### src/rtl/ookrx_pkg.sv
package ookrx_pkg;
  // ==========================================================
  // register map: printed offsets used as addresses
  localparam logic [31:0] ADDR_BUF_FIRST = 32'h5000_0020;
  localparam logic [31:0] ADDR_BUF_LAST  = 32'h5000_0029;
  localparam logic [31:0] ADDR_BIT_COUNT = 32'h5000_002a;
  localparam logic [31:0] ADDR_STATUS    = 32'h5000_002b;
  localparam logic [31:0] ADDR_MIN_LEN   = 32'h5001_1000;
  localparam logic [31:0] ADDR_GAIN      = 32'h5001_1001;
  localparam logic [31:0] ADDR_SLICER    = 32'h5001_1002;
  localparam logic [31:0] ADDR_SYSTIME   = 32'h5001_1003;
  localparam logic [31:0] ADDR_DCD_LO    = 32'h5001_1004;
  localparam logic [31:0] ADDR_DCD_HI    = 32'h5001_1005;
  localparam logic [31:0] ADDR_SNIFF     = 32'h5001_1006;
  localparam logic [31:0] ADDR_GAIN_MON  = 32'h5001_1007;

  // ==========================================================
  // values after reset
  localparam logic [7:0]  RST_MIN_LEN = 8'h28;
  localparam logic [7:0]  RST_GAIN    = 8'h98;
  localparam logic [7:0]  RST_SLICER  = 8'hab;
  localparam logic [7:0]  RST_SYSTIME = 8'h5a;
  localparam logic [15:0] RST_DCD     = 16'h3614;
  localparam logic [7:0]  RST_SNIFF   = 8'h0b;

  // ==========================================================
  // status field positions and buffer size
  localparam int ST_ON    = 7;
  localparam int ST_SNIFF = 6;
  localparam int ST_READY = 5;
  localparam int ST_LONG  = 3;
  localparam int ST_LEVEL = 2;
  localparam logic [6:0] BUF_FULL = 7'h50;

  // ==========================================================
  // timing: one crystal tick is fxo/64
  localparam longint CLK_HZ = 250_000_000;
  localparam longint XO_HZ  = 3_579_545;
  localparam longint XO_DIV = 64;
  localparam int XO_TICK_CYCLES = int'((CLK_HZ * XO_DIV) / XO_HZ);
  localparam logic [17:0] LISTEN_TICKS = 18'h00040;
  localparam logic [3:0][7:0] FAST_TAB  = {8'h40, 8'h30, 8'h20, 8'h01};
  localparam logic [3:0][7:0] SYNTH_TAB = {8'h80, 8'h40, 8'h30, 8'h20};
  localparam logic [7:0][7:0] SLEEP_TAB =
    {8'h80, 8'h20, 8'h0e, 8'h0c, 8'h0a, 8'h08, 8'h06, 8'h04};
  localparam logic [7:0][7:0] WAKE_TAB =
    {8'h20, 8'h18, 8'h12, 8'h10, 8'h0e, 8'h0c, 8'h0a, 8'h08};
  localparam logic [3:0][4:0] DEC_TAB = {5'h10, 5'h0f, 5'h0e, 5'h0d};

  // ==========================================================
  // state machines
  typedef enum logic [6:0] {
    D_IDLE = 7'h01, D_HUNT = 7'h02, D_GUARD = 7'h04, D_HIGH = 7'h08,
    D_LOW  = 7'h10, D_WAITGB = 7'h20, D_ARMED = 7'h40
  } ookrx_dec_t;
  typedef enum logic [6:0] {
    S_OFF    = 7'h01, S_SYNTH = 7'h02, S_FAST  = 7'h04, S_RUN = 7'h08,
    S_LISTEN = 7'h10, S_AWAKE = 7'h20, S_SLEEP = 7'h40
  } ookrx_seq_t;
endpackage : ookrx_pkg

### src/rtl/ookrx_tick.sv
`timescale 1ns/1ps
module ookrx_tick #(
  parameter int XO_CYCLES = ookrx_pkg::XO_TICK_CYCLES
) (
  input  wire logic        clk,
  input  wire logic        sys_rst,
  input  wire logic [1:0]  dec_sel,
  input  wire logic        mag_valid,
  input  wire logic [15:0] mag_sample,
  output logic             xo_tick,
  output logic             dec_tick,
  output logic [15:0]      dec_sample
);
  import ookrx_pkg::*;

  typedef struct packed {
    logic [12:0] xo_cnt;
    logic        xo_tick;
    logic [4:0]  dec_cnt;
    logic [19:0] acc;
    logic        dec_tick;
    logic [15:0] dec_sample;
  } ookrx_tick_t;

  ookrx_tick_t s_ff;
  ookrx_tick_t nxt_s;

  // ==========================================================
  // crystal tick divider and accumulate-and-dump decimator
  always_comb begin
    logic [19:0] sum;
    sum = s_ff.acc + {4'h0, mag_sample};
    nxt_s = s_ff;
    nxt_s.xo_tick = 1'b0;
    nxt_s.dec_tick = 1'b0;
    if (s_ff.xo_cnt == 13'(XO_CYCLES - 1)) begin
      nxt_s.xo_cnt = 13'h0000;
      nxt_s.xo_tick = 1'b1;
    end else begin
      nxt_s.xo_cnt = s_ff.xo_cnt + 13'h0001;
    end
    if (mag_valid) begin
      if (s_ff.dec_cnt == DEC_TAB[dec_sel] - 5'h01) begin
        nxt_s.dec_cnt = 5'h00;
        nxt_s.acc = 20'h00000;
        nxt_s.dec_tick = 1'b1;
        nxt_s.dec_sample = sum[19:4];
      end else begin
        nxt_s.dec_cnt = s_ff.dec_cnt + 5'h01;
        nxt_s.acc = sum;
      end
    end
  end

  always_ff @(posedge clk) begin
    if (sys_rst) begin
      s_ff <= '0;
    end else begin
      s_ff <= nxt_s;
    end
  end

  assign xo_tick    = s_ff.xo_tick;
  assign dec_tick   = s_ff.dec_tick;
  assign dec_sample = s_ff.dec_sample;
endmodule : ookrx_tick

### src/rtl/ookrx_slicer.sv
`timescale 1ns/1ps
module ookrx_slicer (
  input  wire logic        clk,
  input  wire logic        sys_rst,
  input  wire logic        run,
  input  wire logic        fast_bias,
  input  wire logic        dec_tick,
  input  wire logic [15:0] dec_sample,
  input  wire logic [1:0]  decay_coeff,
  input  wire logic [1:0]  attack_coeff,
  output logic             slicer_bit
);
  import ookrx_pkg::*;

  typedef struct packed {
    logic [15:0] level;
    logic        bit_q;
  } ookrx_slc_t;

  ookrx_slc_t s_ff;
  ookrx_slc_t nxt_s;

  // ==========================================================
  // peak level: fast attack above it, slow decay below it
  always_comb begin
    logic [15:0] diff;
    logic [3:0]  shamt;
    diff = 16'h0000;
    shamt = 4'({2'b00, attack_coeff}) + 4'h1;
    nxt_s = s_ff;
    if (!run) begin
      nxt_s = '0;
    end else if (dec_tick) begin
      if (dec_sample > s_ff.level) begin
        diff = dec_sample - s_ff.level;
        nxt_s.level = s_ff.level + (diff >> shamt);
      end else begin
        diff = s_ff.level - dec_sample;
        if (!fast_bias) begin
          shamt = 4'({2'b00, decay_coeff}) + 4'h8;
        end
        nxt_s.level = s_ff.level - (diff >> shamt);
      end
      nxt_s.bit_q = dec_sample > {1'b0, s_ff.level[15:1]};
    end
  end

  always_ff @(posedge clk) begin
    if (sys_rst) begin
      s_ff <= '0;
    end else begin
      s_ff <= nxt_s;
    end
  end

  assign slicer_bit = s_ff.bit_q;
endmodule : ookrx_slicer

### src/rtl/ookrx_core.sv
// Contract
// - decoded bits shift in at bit 0, older bits move upward
// - read-only seven-bit count of bits held in the buffer
// - full valid message raises interrupt and arms with decoder halted
// - edge/level select picks transitions on edges or on levels
// - message valid only with at least the minimum bit count
// - half-rate select counts bit timing at half rate
// - fixed gain drives trim directly; auto gain starts and steps
// - level decays by 1/256 to 1/2048 inside slicer levels
// - fast-bias interval of 1, 32, 48 or 64 crystal ticks
// - decimation factor 13, 14, 15 or 16
// - synthesizer bias wait of 32, 48, 64 or 128 ticks
// - sniff sleep of 4 to 128 times 1024 ticks
// - stay awake 8 to 32 times 1024 ticks after guard band
// - element thresholds are cumulative minimum, maximum and guard counts
// - sniff checks first N elements, sleeps again on a mistimed one; listen wakes on the first guard band before any element
// - duty-cycled sniff mode selectable instead of continuous mode
// - control registers return to presets on reset
//
// The address-and-strobe port was left to the implementer.
`timescale 1ns/1ps
module ookrx_core #(
  parameter int XO_TICK_CYCLES = ookrx_pkg::XO_TICK_CYCLES
) (
  input  wire logic        clk,
  input  wire logic        sys_rst,
  input  wire logic [31:0] addr,
  input  wire logic [7:0]  wr_data,
  input  wire logic        wr_en,
  input  wire logic        rd_en,
  output logic [7:0]       rd_data,
  input  wire logic        mag_valid,
  input  wire logic [15:0] mag_sample,
  input  wire logic        gain_overflow_pin,
  output logic             msg_irq,
  output logic [6:0]       gain_trim,
  output logic             analog_on,
  output logic             receiver_asleep,
  output logic             rt_out
);
  import ookrx_pkg::*;

  typedef struct packed {
    logic        on;
    logic        sniff;
    logic        long_mode;
    logic        level_mode;
    logic [7:0]  min_len;
    logic [7:0]  gain;
    logic [7:0]  slc;
    logic [7:0]  systime;
    logic [15:0] dcd;
    logic [7:0]  sniffc;
    logic [79:0] rx_bits;
    logic [6:0]  cnt;
    logic        govf;
    logic [7:0]  rdata;
    ookrx_dec_t  dst;
    logic [7:0]  dlen;
    logic [7:0]  hi_len;
    logic        half;
    logic        prev_slc;
    ookrx_seq_t  sst;
    logic [17:0] scnt;
    logic [3:0]  edges;
    logic [3:0]  gidx;
    logic [6:0]  trim;
    logic        ovf_s1;
    logic        ovf_s2;
    logic        ovf_prev;
    logic        aon;
    logic        asleep;
    logic        irq;
    logic        rt;
  } ookrx_state_t;

  ookrx_state_t s_ff;
  ookrx_state_t nxt_s;

  logic        xo_tick;
  logic        dec_tick;
  logic [15:0] dec_sample;
  logic        slicer_bit;
  logic        slc_run;
  logic        sample;
  logic        rise;
  logic        fall;
  logic        bit_ev;
  logic        bit_val;
  logic        err_ev;
  logic        guard_ev;
  logic        ok_ev;
  logic        release_ev;
  logic        dec_run;
  logic        tmo;
  logic        ovf_ev;
  logic        gain_wr;
  logic        gb_hit;
  logic        in_win;
  logic [7:0]  len_inc;
  logic [7:0]  t_min;
  logic [7:0]  t_max;
  logic [7:0]  t_gb;

  // ==========================================================
  // timing sources and slicer
  ookrx_tick #(
    .XO_CYCLES (XO_TICK_CYCLES)
  ) u_tick (
    .clk        (clk),
    .sys_rst    (sys_rst),
    .dec_sel    (s_ff.slc[1:0]),
    .mag_valid  (mag_valid),
    .mag_sample (mag_sample),
    .xo_tick    (xo_tick),
    .dec_tick   (dec_tick),
    .dec_sample (dec_sample)
  );

  assign slc_run = s_ff.sst == S_FAST || dec_run;

  ookrx_slicer u_slicer (
    .clk          (clk),
    .sys_rst      (sys_rst),
    .run          (slc_run),
    .fast_bias    (s_ff.sst == S_FAST),
    .dec_tick     (dec_tick),
    .dec_sample   (dec_sample),
    .decay_coeff  (s_ff.slc[7:6]),
    .attack_coeff (s_ff.slc[5:4]),
    .slicer_bit   (slicer_bit)
  );

  // ==========================================================
  // next-state logic
  always_comb begin
    nxt_s = s_ff;
    bit_ev = 1'b0;
    bit_val = 1'b0;
    err_ev = 1'b0;
    guard_ev = 1'b0;
    ok_ev = 1'b0;
    release_ev = 1'b0;
    gain_wr = 1'b0;
    dec_run = s_ff.sst == S_RUN || s_ff.sst == S_LISTEN
           || s_ff.sst == S_AWAKE;
    // cumulative thresholds in decimated samples
    t_min = {4'h0, s_ff.dcd[15:12]} + 8'h01;
    t_max = t_min + {2'b00, s_ff.dcd[11:6]};
    t_gb  = t_max + {2'b00, s_ff.dcd[5:0]};

    // register writes
    if (wr_en) begin
      case (addr)
        ADDR_STATUS: begin
          nxt_s.on = wr_data[ST_ON];
          nxt_s.sniff = wr_data[ST_SNIFF];
          nxt_s.long_mode = wr_data[ST_LONG];
          nxt_s.level_mode = wr_data[ST_LEVEL];
          release_ev = s_ff.dst == D_ARMED && !wr_data[ST_READY];
        end
        ADDR_MIN_LEN: nxt_s.min_len = wr_data;
        ADDR_GAIN: begin
          nxt_s.gain = wr_data;
          gain_wr = 1'b1;
        end
        ADDR_SLICER:  nxt_s.slc = wr_data;
        ADDR_SYSTIME: nxt_s.systime = wr_data;
        ADDR_DCD_LO:  nxt_s.dcd[7:0] = wr_data;
        ADDR_DCD_HI:  nxt_s.dcd[15:8] = wr_data;
        ADDR_SNIFF:   nxt_s.sniffc = {wr_data[7:5], 1'b0, wr_data[3:0]};
        default: ;
      endcase
    end

    // register reads, data stand in the next cycle
    nxt_s.rdata = 8'h00;
    if (rd_en) begin
      case (addr)
        ADDR_BIT_COUNT: nxt_s.rdata = {1'b0, s_ff.cnt};
        ADDR_STATUS: begin
          nxt_s.rdata = {s_ff.on, s_ff.sniff, s_ff.dst == D_ARMED,
                         s_ff.govf, s_ff.long_mode, s_ff.level_mode,
                         slicer_bit, s_ff.asleep};
          nxt_s.govf = 1'b0;
        end
        ADDR_MIN_LEN:  nxt_s.rdata = s_ff.min_len;
        ADDR_GAIN:     nxt_s.rdata = s_ff.gain;
        ADDR_SLICER:   nxt_s.rdata = s_ff.slc;
        ADDR_SYSTIME:  nxt_s.rdata = s_ff.systime;
        ADDR_DCD_LO:   nxt_s.rdata = s_ff.dcd[7:0];
        ADDR_DCD_HI:   nxt_s.rdata = s_ff.dcd[15:8];
        ADDR_SNIFF:    nxt_s.rdata = s_ff.sniffc;
        ADDR_GAIN_MON: nxt_s.rdata = {1'b0, s_ff.trim};
        default: begin
          if (addr >= ADDR_BUF_FIRST && addr <= ADDR_BUF_LAST) begin
            nxt_s.rdata = s_ff.rx_bits[{addr[3:0], 3'b000} +: 8];
          end
        end
      endcase
    end

    // element timing, counted at half rate when selected
    sample = dec_tick && (!s_ff.min_len[7] || s_ff.half);
    if (dec_tick) begin
      nxt_s.half = ~s_ff.half;
    end
    rise = sample && slicer_bit && !s_ff.prev_slc;
    fall = sample && !slicer_bit && s_ff.prev_slc;
    len_inc = (s_ff.dlen == 8'hff) ? s_ff.dlen : s_ff.dlen + 8'h01;
    if (sample) begin
      nxt_s.prev_slc = slicer_bit;
      nxt_s.dlen = (rise || fall) ? 8'h00 : len_inc;
    end
    in_win = s_ff.dlen >= t_min && s_ff.dlen <= t_max;
    // guard band on a level, or at the rising edge that ends it
    if (s_ff.level_mode) begin
      gb_hit = sample && !slicer_bit && len_inc == t_gb;
    end else begin
      gb_hit = rise && s_ff.dlen >= t_gb;
    end

    // decoder
    case (s_ff.dst)
      D_IDLE: begin
        if (dec_run) begin
          nxt_s.dst = D_HUNT;
        end
      end
      D_HUNT, D_WAITGB: begin
        guard_ev = gb_hit;
      end
      D_GUARD: begin
        if (rise) begin
          nxt_s.dst = D_HIGH;
        end
      end
      D_HIGH: begin
        if (s_ff.level_mode && sample && slicer_bit
            && len_inc > t_max) begin
          err_ev = 1'b1;
        end else if (fall) begin
          if (in_win) begin
            nxt_s.hi_len = s_ff.dlen;
            nxt_s.dst = D_LOW;
            ok_ev = 1'b1;
          end else begin
            err_ev = 1'b1;
          end
        end
      end
      D_LOW: begin
        if (gb_hit) begin
          guard_ev = 1'b1;
        end else if (rise) begin
          if (in_win) begin
            bit_ev = 1'b1;
            bit_val = s_ff.hi_len > s_ff.dlen;
            nxt_s.dst = D_HIGH;
            ok_ev = 1'b1;
          end else begin
            err_ev = 1'b1;
          end
        end
      end
      D_ARMED: begin
        if (release_ev) begin
          nxt_s.dst = D_HUNT;
          nxt_s.cnt = 7'h00;
        end
      end
      default: nxt_s.dst = D_IDLE;
    endcase

    // a guard band ends a message or starts a new one
    if (guard_ev) begin
      if (s_ff.dst == D_LOW && s_ff.cnt != 7'h00
          && s_ff.cnt >= s_ff.min_len[6:0]) begin
        nxt_s.dst = D_ARMED;
      end else begin
        nxt_s.cnt = 7'h00;
        nxt_s.dst = s_ff.level_mode ? D_GUARD : D_HIGH;
      end
    end
    if (err_ev) begin
      if (!s_ff.long_mode) begin
        nxt_s.dst = D_HUNT;
        nxt_s.cnt = 7'h00;
      end else begin
        nxt_s.dst = D_WAITGB;
      end
    end
    if (bit_ev) begin
      nxt_s.rx_bits = {s_ff.rx_bits[78:0], bit_val};
      if (s_ff.cnt != BUF_FULL) begin
        nxt_s.cnt = s_ff.cnt + 7'h01;
      end
    end
    if (!dec_run && s_ff.dst != D_ARMED) begin
      nxt_s.dst = D_IDLE;
    end

    // power sequencer, counting crystal ticks down to zero
    tmo = xo_tick && s_ff.scnt == 18'h00000;
    if (xo_tick && !tmo) begin
      nxt_s.scnt = s_ff.scnt - 18'h00001;
    end
    case (s_ff.sst)
      S_OFF: begin
        if (s_ff.on) begin
          nxt_s.sst = S_SYNTH;
          nxt_s.scnt = {10'h000, SYNTH_TAB[s_ff.systime[7:6]]}
                     - 18'h00001;
        end
      end
      S_SYNTH: begin
        if (tmo) begin
          nxt_s.sst = S_FAST;
          nxt_s.scnt = {10'h000, FAST_TAB[s_ff.slc[3:2]]}
                     - 18'h00001;
        end
      end
      S_FAST: begin
        if (tmo) begin
          nxt_s.edges = 4'h0;
          if (!s_ff.sniff) begin
            nxt_s.sst = S_RUN;
          end else if (s_ff.sniffc[3:0] == 4'h0) begin
            nxt_s.sst = S_AWAKE;
            nxt_s.scnt = {WAKE_TAB[s_ff.systime[2:0]], 10'h000}
                       - 18'h00001;
          end else begin
            nxt_s.sst = S_LISTEN;
            nxt_s.scnt = LISTEN_TICKS - 18'h00001;
          end
        end
      end
      S_RUN: ;
      S_LISTEN: begin
        if (err_ev || (tmo && !guard_ev && !ok_ev)) begin
          nxt_s.sst = S_SLEEP;
          nxt_s.scnt = {SLEEP_TAB[s_ff.systime[5:3]], 10'h000}
                     - 18'h00001;
        end else if (guard_ev || (ok_ev && {1'b0, s_ff.edges} + 5'h01
                     >= {1'b0, s_ff.sniffc[3:0]})) begin
          nxt_s.sst = S_AWAKE;
          nxt_s.scnt = {WAKE_TAB[s_ff.systime[2:0]], 10'h000}
                     - 18'h00001;
        end else if (ok_ev) begin
          nxt_s.edges = s_ff.edges + 4'h1;
        end
      end
      S_AWAKE: begin
        if (guard_ev) begin
          nxt_s.scnt = {WAKE_TAB[s_ff.systime[2:0]], 10'h000}
                     - 18'h00001;
        end else if (tmo && s_ff.dst != D_ARMED) begin
          nxt_s.sst = S_SLEEP;
          nxt_s.scnt = {SLEEP_TAB[s_ff.systime[5:3]], 10'h000}
                     - 18'h00001;
        end
      end
      S_SLEEP: begin
        if (tmo) begin
          nxt_s.sst = S_SYNTH;
          nxt_s.scnt = {10'h000, SYNTH_TAB[s_ff.systime[7:6]]}
                     - 18'h00001;
        end
      end
      default: nxt_s.sst = S_OFF;
    endcase
    if (!s_ff.on) begin
      nxt_s.sst = S_OFF;
    end

    // gain control; overflow pin is synchronised first
    nxt_s.ovf_s1 = gain_overflow_pin;
    nxt_s.ovf_s2 = s_ff.ovf_s1;
    nxt_s.ovf_prev = s_ff.ovf_s2;
    ovf_ev = s_ff.ovf_s2 && !s_ff.ovf_prev;
    if (ovf_ev) begin
      nxt_s.govf = 1'b1; // set wins over read clear
    end
    if (!nxt_s.gain[7] || gain_wr) begin
      nxt_s.gidx = nxt_s.gain[3:0];
    end else if (ovf_ev) begin
      if (s_ff.gidx > {2'b00, s_ff.gain[4], ~s_ff.gain[4]}) begin
        nxt_s.gidx = s_ff.gidx - {2'b00, s_ff.gain[4], ~s_ff.gain[4]};
      end else begin
        nxt_s.gidx = 4'h0;
      end
    end
    nxt_s.trim = nxt_s.gain[7] ? {nxt_s.gain[6:4], nxt_s.gidx}
                               : nxt_s.gain[6:0];

    // registered outputs
    nxt_s.aon = !(nxt_s.sst == S_OFF || nxt_s.sst == S_SLEEP)
             || nxt_s.sniffc[5];
    nxt_s.asleep = nxt_s.sst == S_SLEEP;
    nxt_s.irq = nxt_s.dst == D_ARMED;
    case (nxt_s.sniffc[7:6])
      2'b00:   nxt_s.rt = xo_tick;
      2'b01:   nxt_s.rt = dec_tick;
      2'b10:   nxt_s.rt = slicer_bit;
      default: nxt_s.rt = nxt_s.aon;
    endcase
  end

  // ==========================================================
  // state register with presets
  always_ff @(posedge clk) begin
    if (sys_rst) begin
      s_ff <= '0;
      s_ff.min_len <= RST_MIN_LEN;
      s_ff.gain <= RST_GAIN;
      s_ff.slc <= RST_SLICER;
      s_ff.systime <= RST_SYSTIME;
      s_ff.dcd <= RST_DCD;
      s_ff.sniffc <= RST_SNIFF;
      s_ff.dst <= D_IDLE;
      s_ff.sst <= S_OFF;
      s_ff.gidx <= RST_GAIN[3:0];
      s_ff.trim <= RST_GAIN[6:0];
    end else begin
      s_ff <= nxt_s;
    end
  end

  assign rd_data         = s_ff.rdata;
  assign msg_irq         = s_ff.irq;
  assign gain_trim       = s_ff.trim;
  assign analog_on       = s_ff.aon;
  assign receiver_asleep = s_ff.asleep;
  assign rt_out          = s_ff.rt;
endmodule : ookrx_core

### config.mk
export PLATFORM = sky130hd
export DESIGN_NAME = ookrx_core
export DESIGN_NICKNAME = d
export VERILOG_FILES = /design/src/rtl/ookrx_pkg.sv /design/src/rtl/ookrx_tick.sv /design/src/rtl/ookrx_slicer.sv /design/src/rtl/ookrx_core.sv
export SDC_FILE = /design/constraint.sdc
export NUM_CORES = 1
export LEC_CHECK = 0
export BUFFER_PORTS_ARGS = -buffer_cell sky130_fd_sc_hd__buf_4
export CAP_MARGIN = 20
export CORE_ASPECT_RATIO = 2
export CORE_MARGIN = 4
export CORE_UTILIZATION = 43
export CTS_BUF_LIST = sky130_fd_sc_hd__clkbuf_4
export CTS_CLUSTER_DIAMETER = 200
export DETAILED_ROUTE_END_ITERATION = 10
export GPL_ROUTABILITY_DRIVEN = 0
export PLACE_DENSITY = 0.6
export SYNTH_ARGS = -nofsm -noshare
export SYNTH_HDL_FRONTEND = slang
export SYNTH_SLANG_ARGS = --single-unit
### constraint.sdc
create_clock -name clk -period 10 [get_ports clk]
set_input_delay 0.5 -clock clk [delete_from_list [all_inputs] [get_ports clk]]
set_output_delay 0.5 -clock clk [all_outputs]
set_load 0.05 [all_outputs]
==> metrics.txt <==
layout cells sized above 1=0.110; nets@finish=2960; register bit total from synthesis=307; die span in y=321 µm; postcts setup bufs=0; crit path capture type=flop; clock sink count=307; Comb pwr share=0.069; PortBufs=80; largest net degree at the start of global routing=91; Max Clock Skew=0.0631 ns; Synthesized Nets=2925; initial antenna violation count=6; Starting Density=0.436; Worst EP required=10.69 ns; setup TNS=0 ns; Final Max Slew Viols=0; final setup violation count=0; HPWL Detailed=53.3 mm; Layout Area Growth over Synthesis=9.11%; Pleak=9.04 nW; I/O pins=81; Sw Pwr=0.659 mW; # rows=114; CTS tree=yes; sequential share of power=0.491; post-synthesis cell count=2703; status=finished clean; detailed-route via count=20500; Root Driver=clkbuf_4; post-synthesis sequential area ratio=0.291; DRT iter0 DRCs=1318; Final Util=0.475; synth unique cells=110; cts bufs inserted=77; RSZ-0062 raised after global routing=no; max_cap viols=0; Yosys Warn Count=0; fmax=140 MHz; worst min-delay path class=input port to flop; 1st-pass router iterations=8; WS Path Type=flop to flop; Die ar.=53000 µm²; crit path DAT=7.82 ns; DR WL/cell=20.3 µm; fin crit period=7.13 ns; final wirelength=69.8 mm; Final Hold Vio Count=0; vias in the first global route=20500; prevailing post-synth register cell=dfxtp_1; syn_area_per_cell=7.82 µm²; clock-pin slew on the worst setup and hold paths=0.07 ns; antenna-violating nets left=0; total global routing overflow=0; Slew HR=0.268; Worst setup SP type=flop; crit path max fanout=15; Tcrit/Tclk final=0.713; peak supply drop=0.000122 V; Syn Std Cell Area=21100 µm²; clk_lat worst skew=0.81 ns; area of the multi-input gates=13800 µm²; hold buffers post-CTS=8; register area=6150 µm²; Post-synth ARST share=0; Clk pwr share=0.440; Power per Cell Area=110 nW/µm²; first-pass GRT wire length=108 mm; EDFF count, synth=0; slew of the pin with the lowest slew margin=1.09 ns; CTS resizes=0; Switching Fraction=0.260; total track usage=0.259; Max Buffers Root-to-Sink=3; CORE AREA=48500 µm²; fill count=4924; routed vias/inst=5.98; Die X=165 µm; CTS H-tree depth=3; Cell Int Power=1.87 mW; DR DRC count=0
## flip-flops by register name, indices dropped and copies added, names as in the netlist, named ones only
signal / flops
receiver_asleep: 1
u_tick.dec_sample: 16
gain_trim: 4
msg_irq: 1
analog_on: 1
u_tick.dec_tick: 1
u_tick.s_ff: 38
u_slicer.s_ff: 16
rt_out: 1
rd_data: 8
u_slicer.slicer_bit: 1
nxt_s: 2
u_tick.xo_tick: 1
s_ff: 206
## area by class of cell
type | count | share of cell area
Sequential cell | 307 | 0.267
Multi-Input combinational cell | 2123 | 0.599
Clock buffer | 100 | 0.0326
Clock inverter | 31 | 0.00988
Timing Repair Buffer | 113 | 0.0378
Tap cell | 638 | 0.0346
Inverter | 116 | 0.0189
Antenna cell | 4 | 0.000434
## cells by family after synthesis
| group | count (synthesis) | share of synthesized area |
|---|---|---|
| AO/OA/AOI/OAI | 710 | 0.218 |
| XOR/XNOR | 120 | 0.0505 |
| adder cells (fa/ha/maj) | 160 | 0.0972 |
| buffers and inverters | 273 | 0.0569 |
| flip-flops | 307 | 0.291 |
| multiplexers | 96 | 0.0563 |
| AND/OR/NAND/NOR | 1037 | 0.230 |
## routing by layer
metal  global-route usage  vias to the layer above  share of wire
met5                    0                        -        0.00022
met4                0.217                        2          0.094
met3               0.0423                      314          0.043
met2                0.489                      739           0.54
met1                0.232                     9684           0.33
li1                     -                     9798              -
## worst max-delay path: stages, from the launching register on
cell	delay, ns
dfxtp_1	0.34
nor4_1	0.67
nand3_1	0.64
nand2_1	0.26
a21boi_1	0.19
buf_4	0.25
mux2i_1	0.26
nor2_1	0.06
a211oi_1	0.27
a211oi_1	0.08
a21oi_1	0.16
nand2_1	0.07
o21ai_0	0.17
ha_1	0.31
nor2b_1	0.14
o21a_1	0.18
o21a_1	0.26
o41ai_1	0.42
o21ai_0	0.22
o41ai_1	0.79
o21ai_0	0.36
a31o_2	0.32
a211oi_1	0.17
o21ai_1	0.10
mux2_1	0.33
## cell usage in the layout, fill, tap and decap left out, drive strengths merged, types with 21 or more instances in the layout
master  count
o21a       32
nand3     125
clkinv     27
nand2     417
nor4       31
xor2       49
a21o       30
nand2b     27
nor2      222
o21ai     117
nand4      21
ha        153
a22oi      37
dfxtp     307
mux2i      59
nor3       56
nor2b      21
mux2       22
a211oi     30
inv       116
a31oi      32
buf       105
clkbuf    100
a21oi     260
xnor2      70
## path summary, 6_finish.rpt
path	slack, ns	to	cells after the start	from
worst min-delay path	0.06	s_ff[224]$_SDFFE_PP0P_	3	wr_data[2]
worst min register to register	0.46	s_ff[145]$_SDFFE_PP0N_	2	s_ff[144]$_SDFFE_PP0N_
worst max-delay path	2.87	u_slicer.s_ff[16]$_SDFFE_PP0P_	24	s_ff[41]$_SDFF_PP0_
worst max register to register	2.87	u_slicer.s_ff[16]$_SDFFE_PP0P_	24	s_ff[41]$_SDFF_PP0_
## power groups by stage
| stage | registers (mW) | logic (mW) | clock network (mW) |
|---|---|---|---|
| 6_report | 1.24 | 0.175 | 1.11 |
| 5_1_grt | 1.25 | 0.193 | 1.21 |
| 4_1_cts | 1.24 | 0.175 | 1.15 |
| 3_5_place_dp | 1.27 | 0.171 | 0 |
| 3_3_place_gp | 1.27 | 0.168 | 0 |
| 2_1_floorplan | 1.27 | 0.117 | 0 |
## cell usage after synthesis, drive strengths merged, types with 9 or more instances
| library cell | n | share of area |
|---|---|---|
| mux2i | 59 | 0.029 |
| or3 | 16 | 0.0052 |
| o211ai | 16 | 0.0057 |
| and2 | 19 | 0.0057 |
| nor3 | 56 | 0.014 |
| nor4 | 31 | 0.0099 |
| inv | 114 | 0.020 |
| xnor2 | 70 | 0.029 |
| dfxtp | 307 | 0.29 |
| ha | 153 | 0.091 |
| a22o | 11 | 0.0046 |
| nor2 | 222 | 0.041 |
| mux2 | 22 | 0.012 |
| a22oi | 37 | 0.013 |
| nand3 | 125 | 0.030 |
| mux4 | 15 | 0.016 |
| o22ai | 14 | 0.0041 |
| nor3b | 9 | 0.0032 |
| o21ai | 117 | 0.028 |
| a21oi | 260 | 0.062 |
| nor2b | 21 | 0.0062 |
| o31ai | 13 | 0.0053 |
| and3 | 17 | 0.0051 |
| buf | 34 | 0.011 |
| o21a | 32 | 0.011 |
| xor2 | 49 | 0.020 |
| a221oi | 13 | 0.0062 |
| or2 | 13 | 0.0038 |
| a31oi | 32 | 0.0095 |
| a222oi | 11 | 0.0052 |
| a21o | 30 | 0.011 |
| a211oi | 30 | 0.012 |
| o21bai | 10 | 0.0036 |
| nand2b | 27 | 0.0080 |
| nand2 | 417 | 0.074 |
| nand4b | 10 | 0.0049 |
| nand4 | 21 | 0.0062 |
| clkbuf | 123 | 0.025 |
## per-stage QoR
stage	total power [mW]	std cells	worst slack [ns]	hold slack (ns)	area (µm²)
floorplan	1.39	2703	4.40	0.414	21100
global placement	1.44	3288	2.88	0.443	22000
detailed placement	1.44	3288	2.86	0.455	22000
CTS	2.57	3427	2.85	0.00352	23000
global route	2.64	3432	2.27	0.0434	23100
finish	2.53	3432	2.87	0.0628	23100
Power figures use the tool's default switching activity.
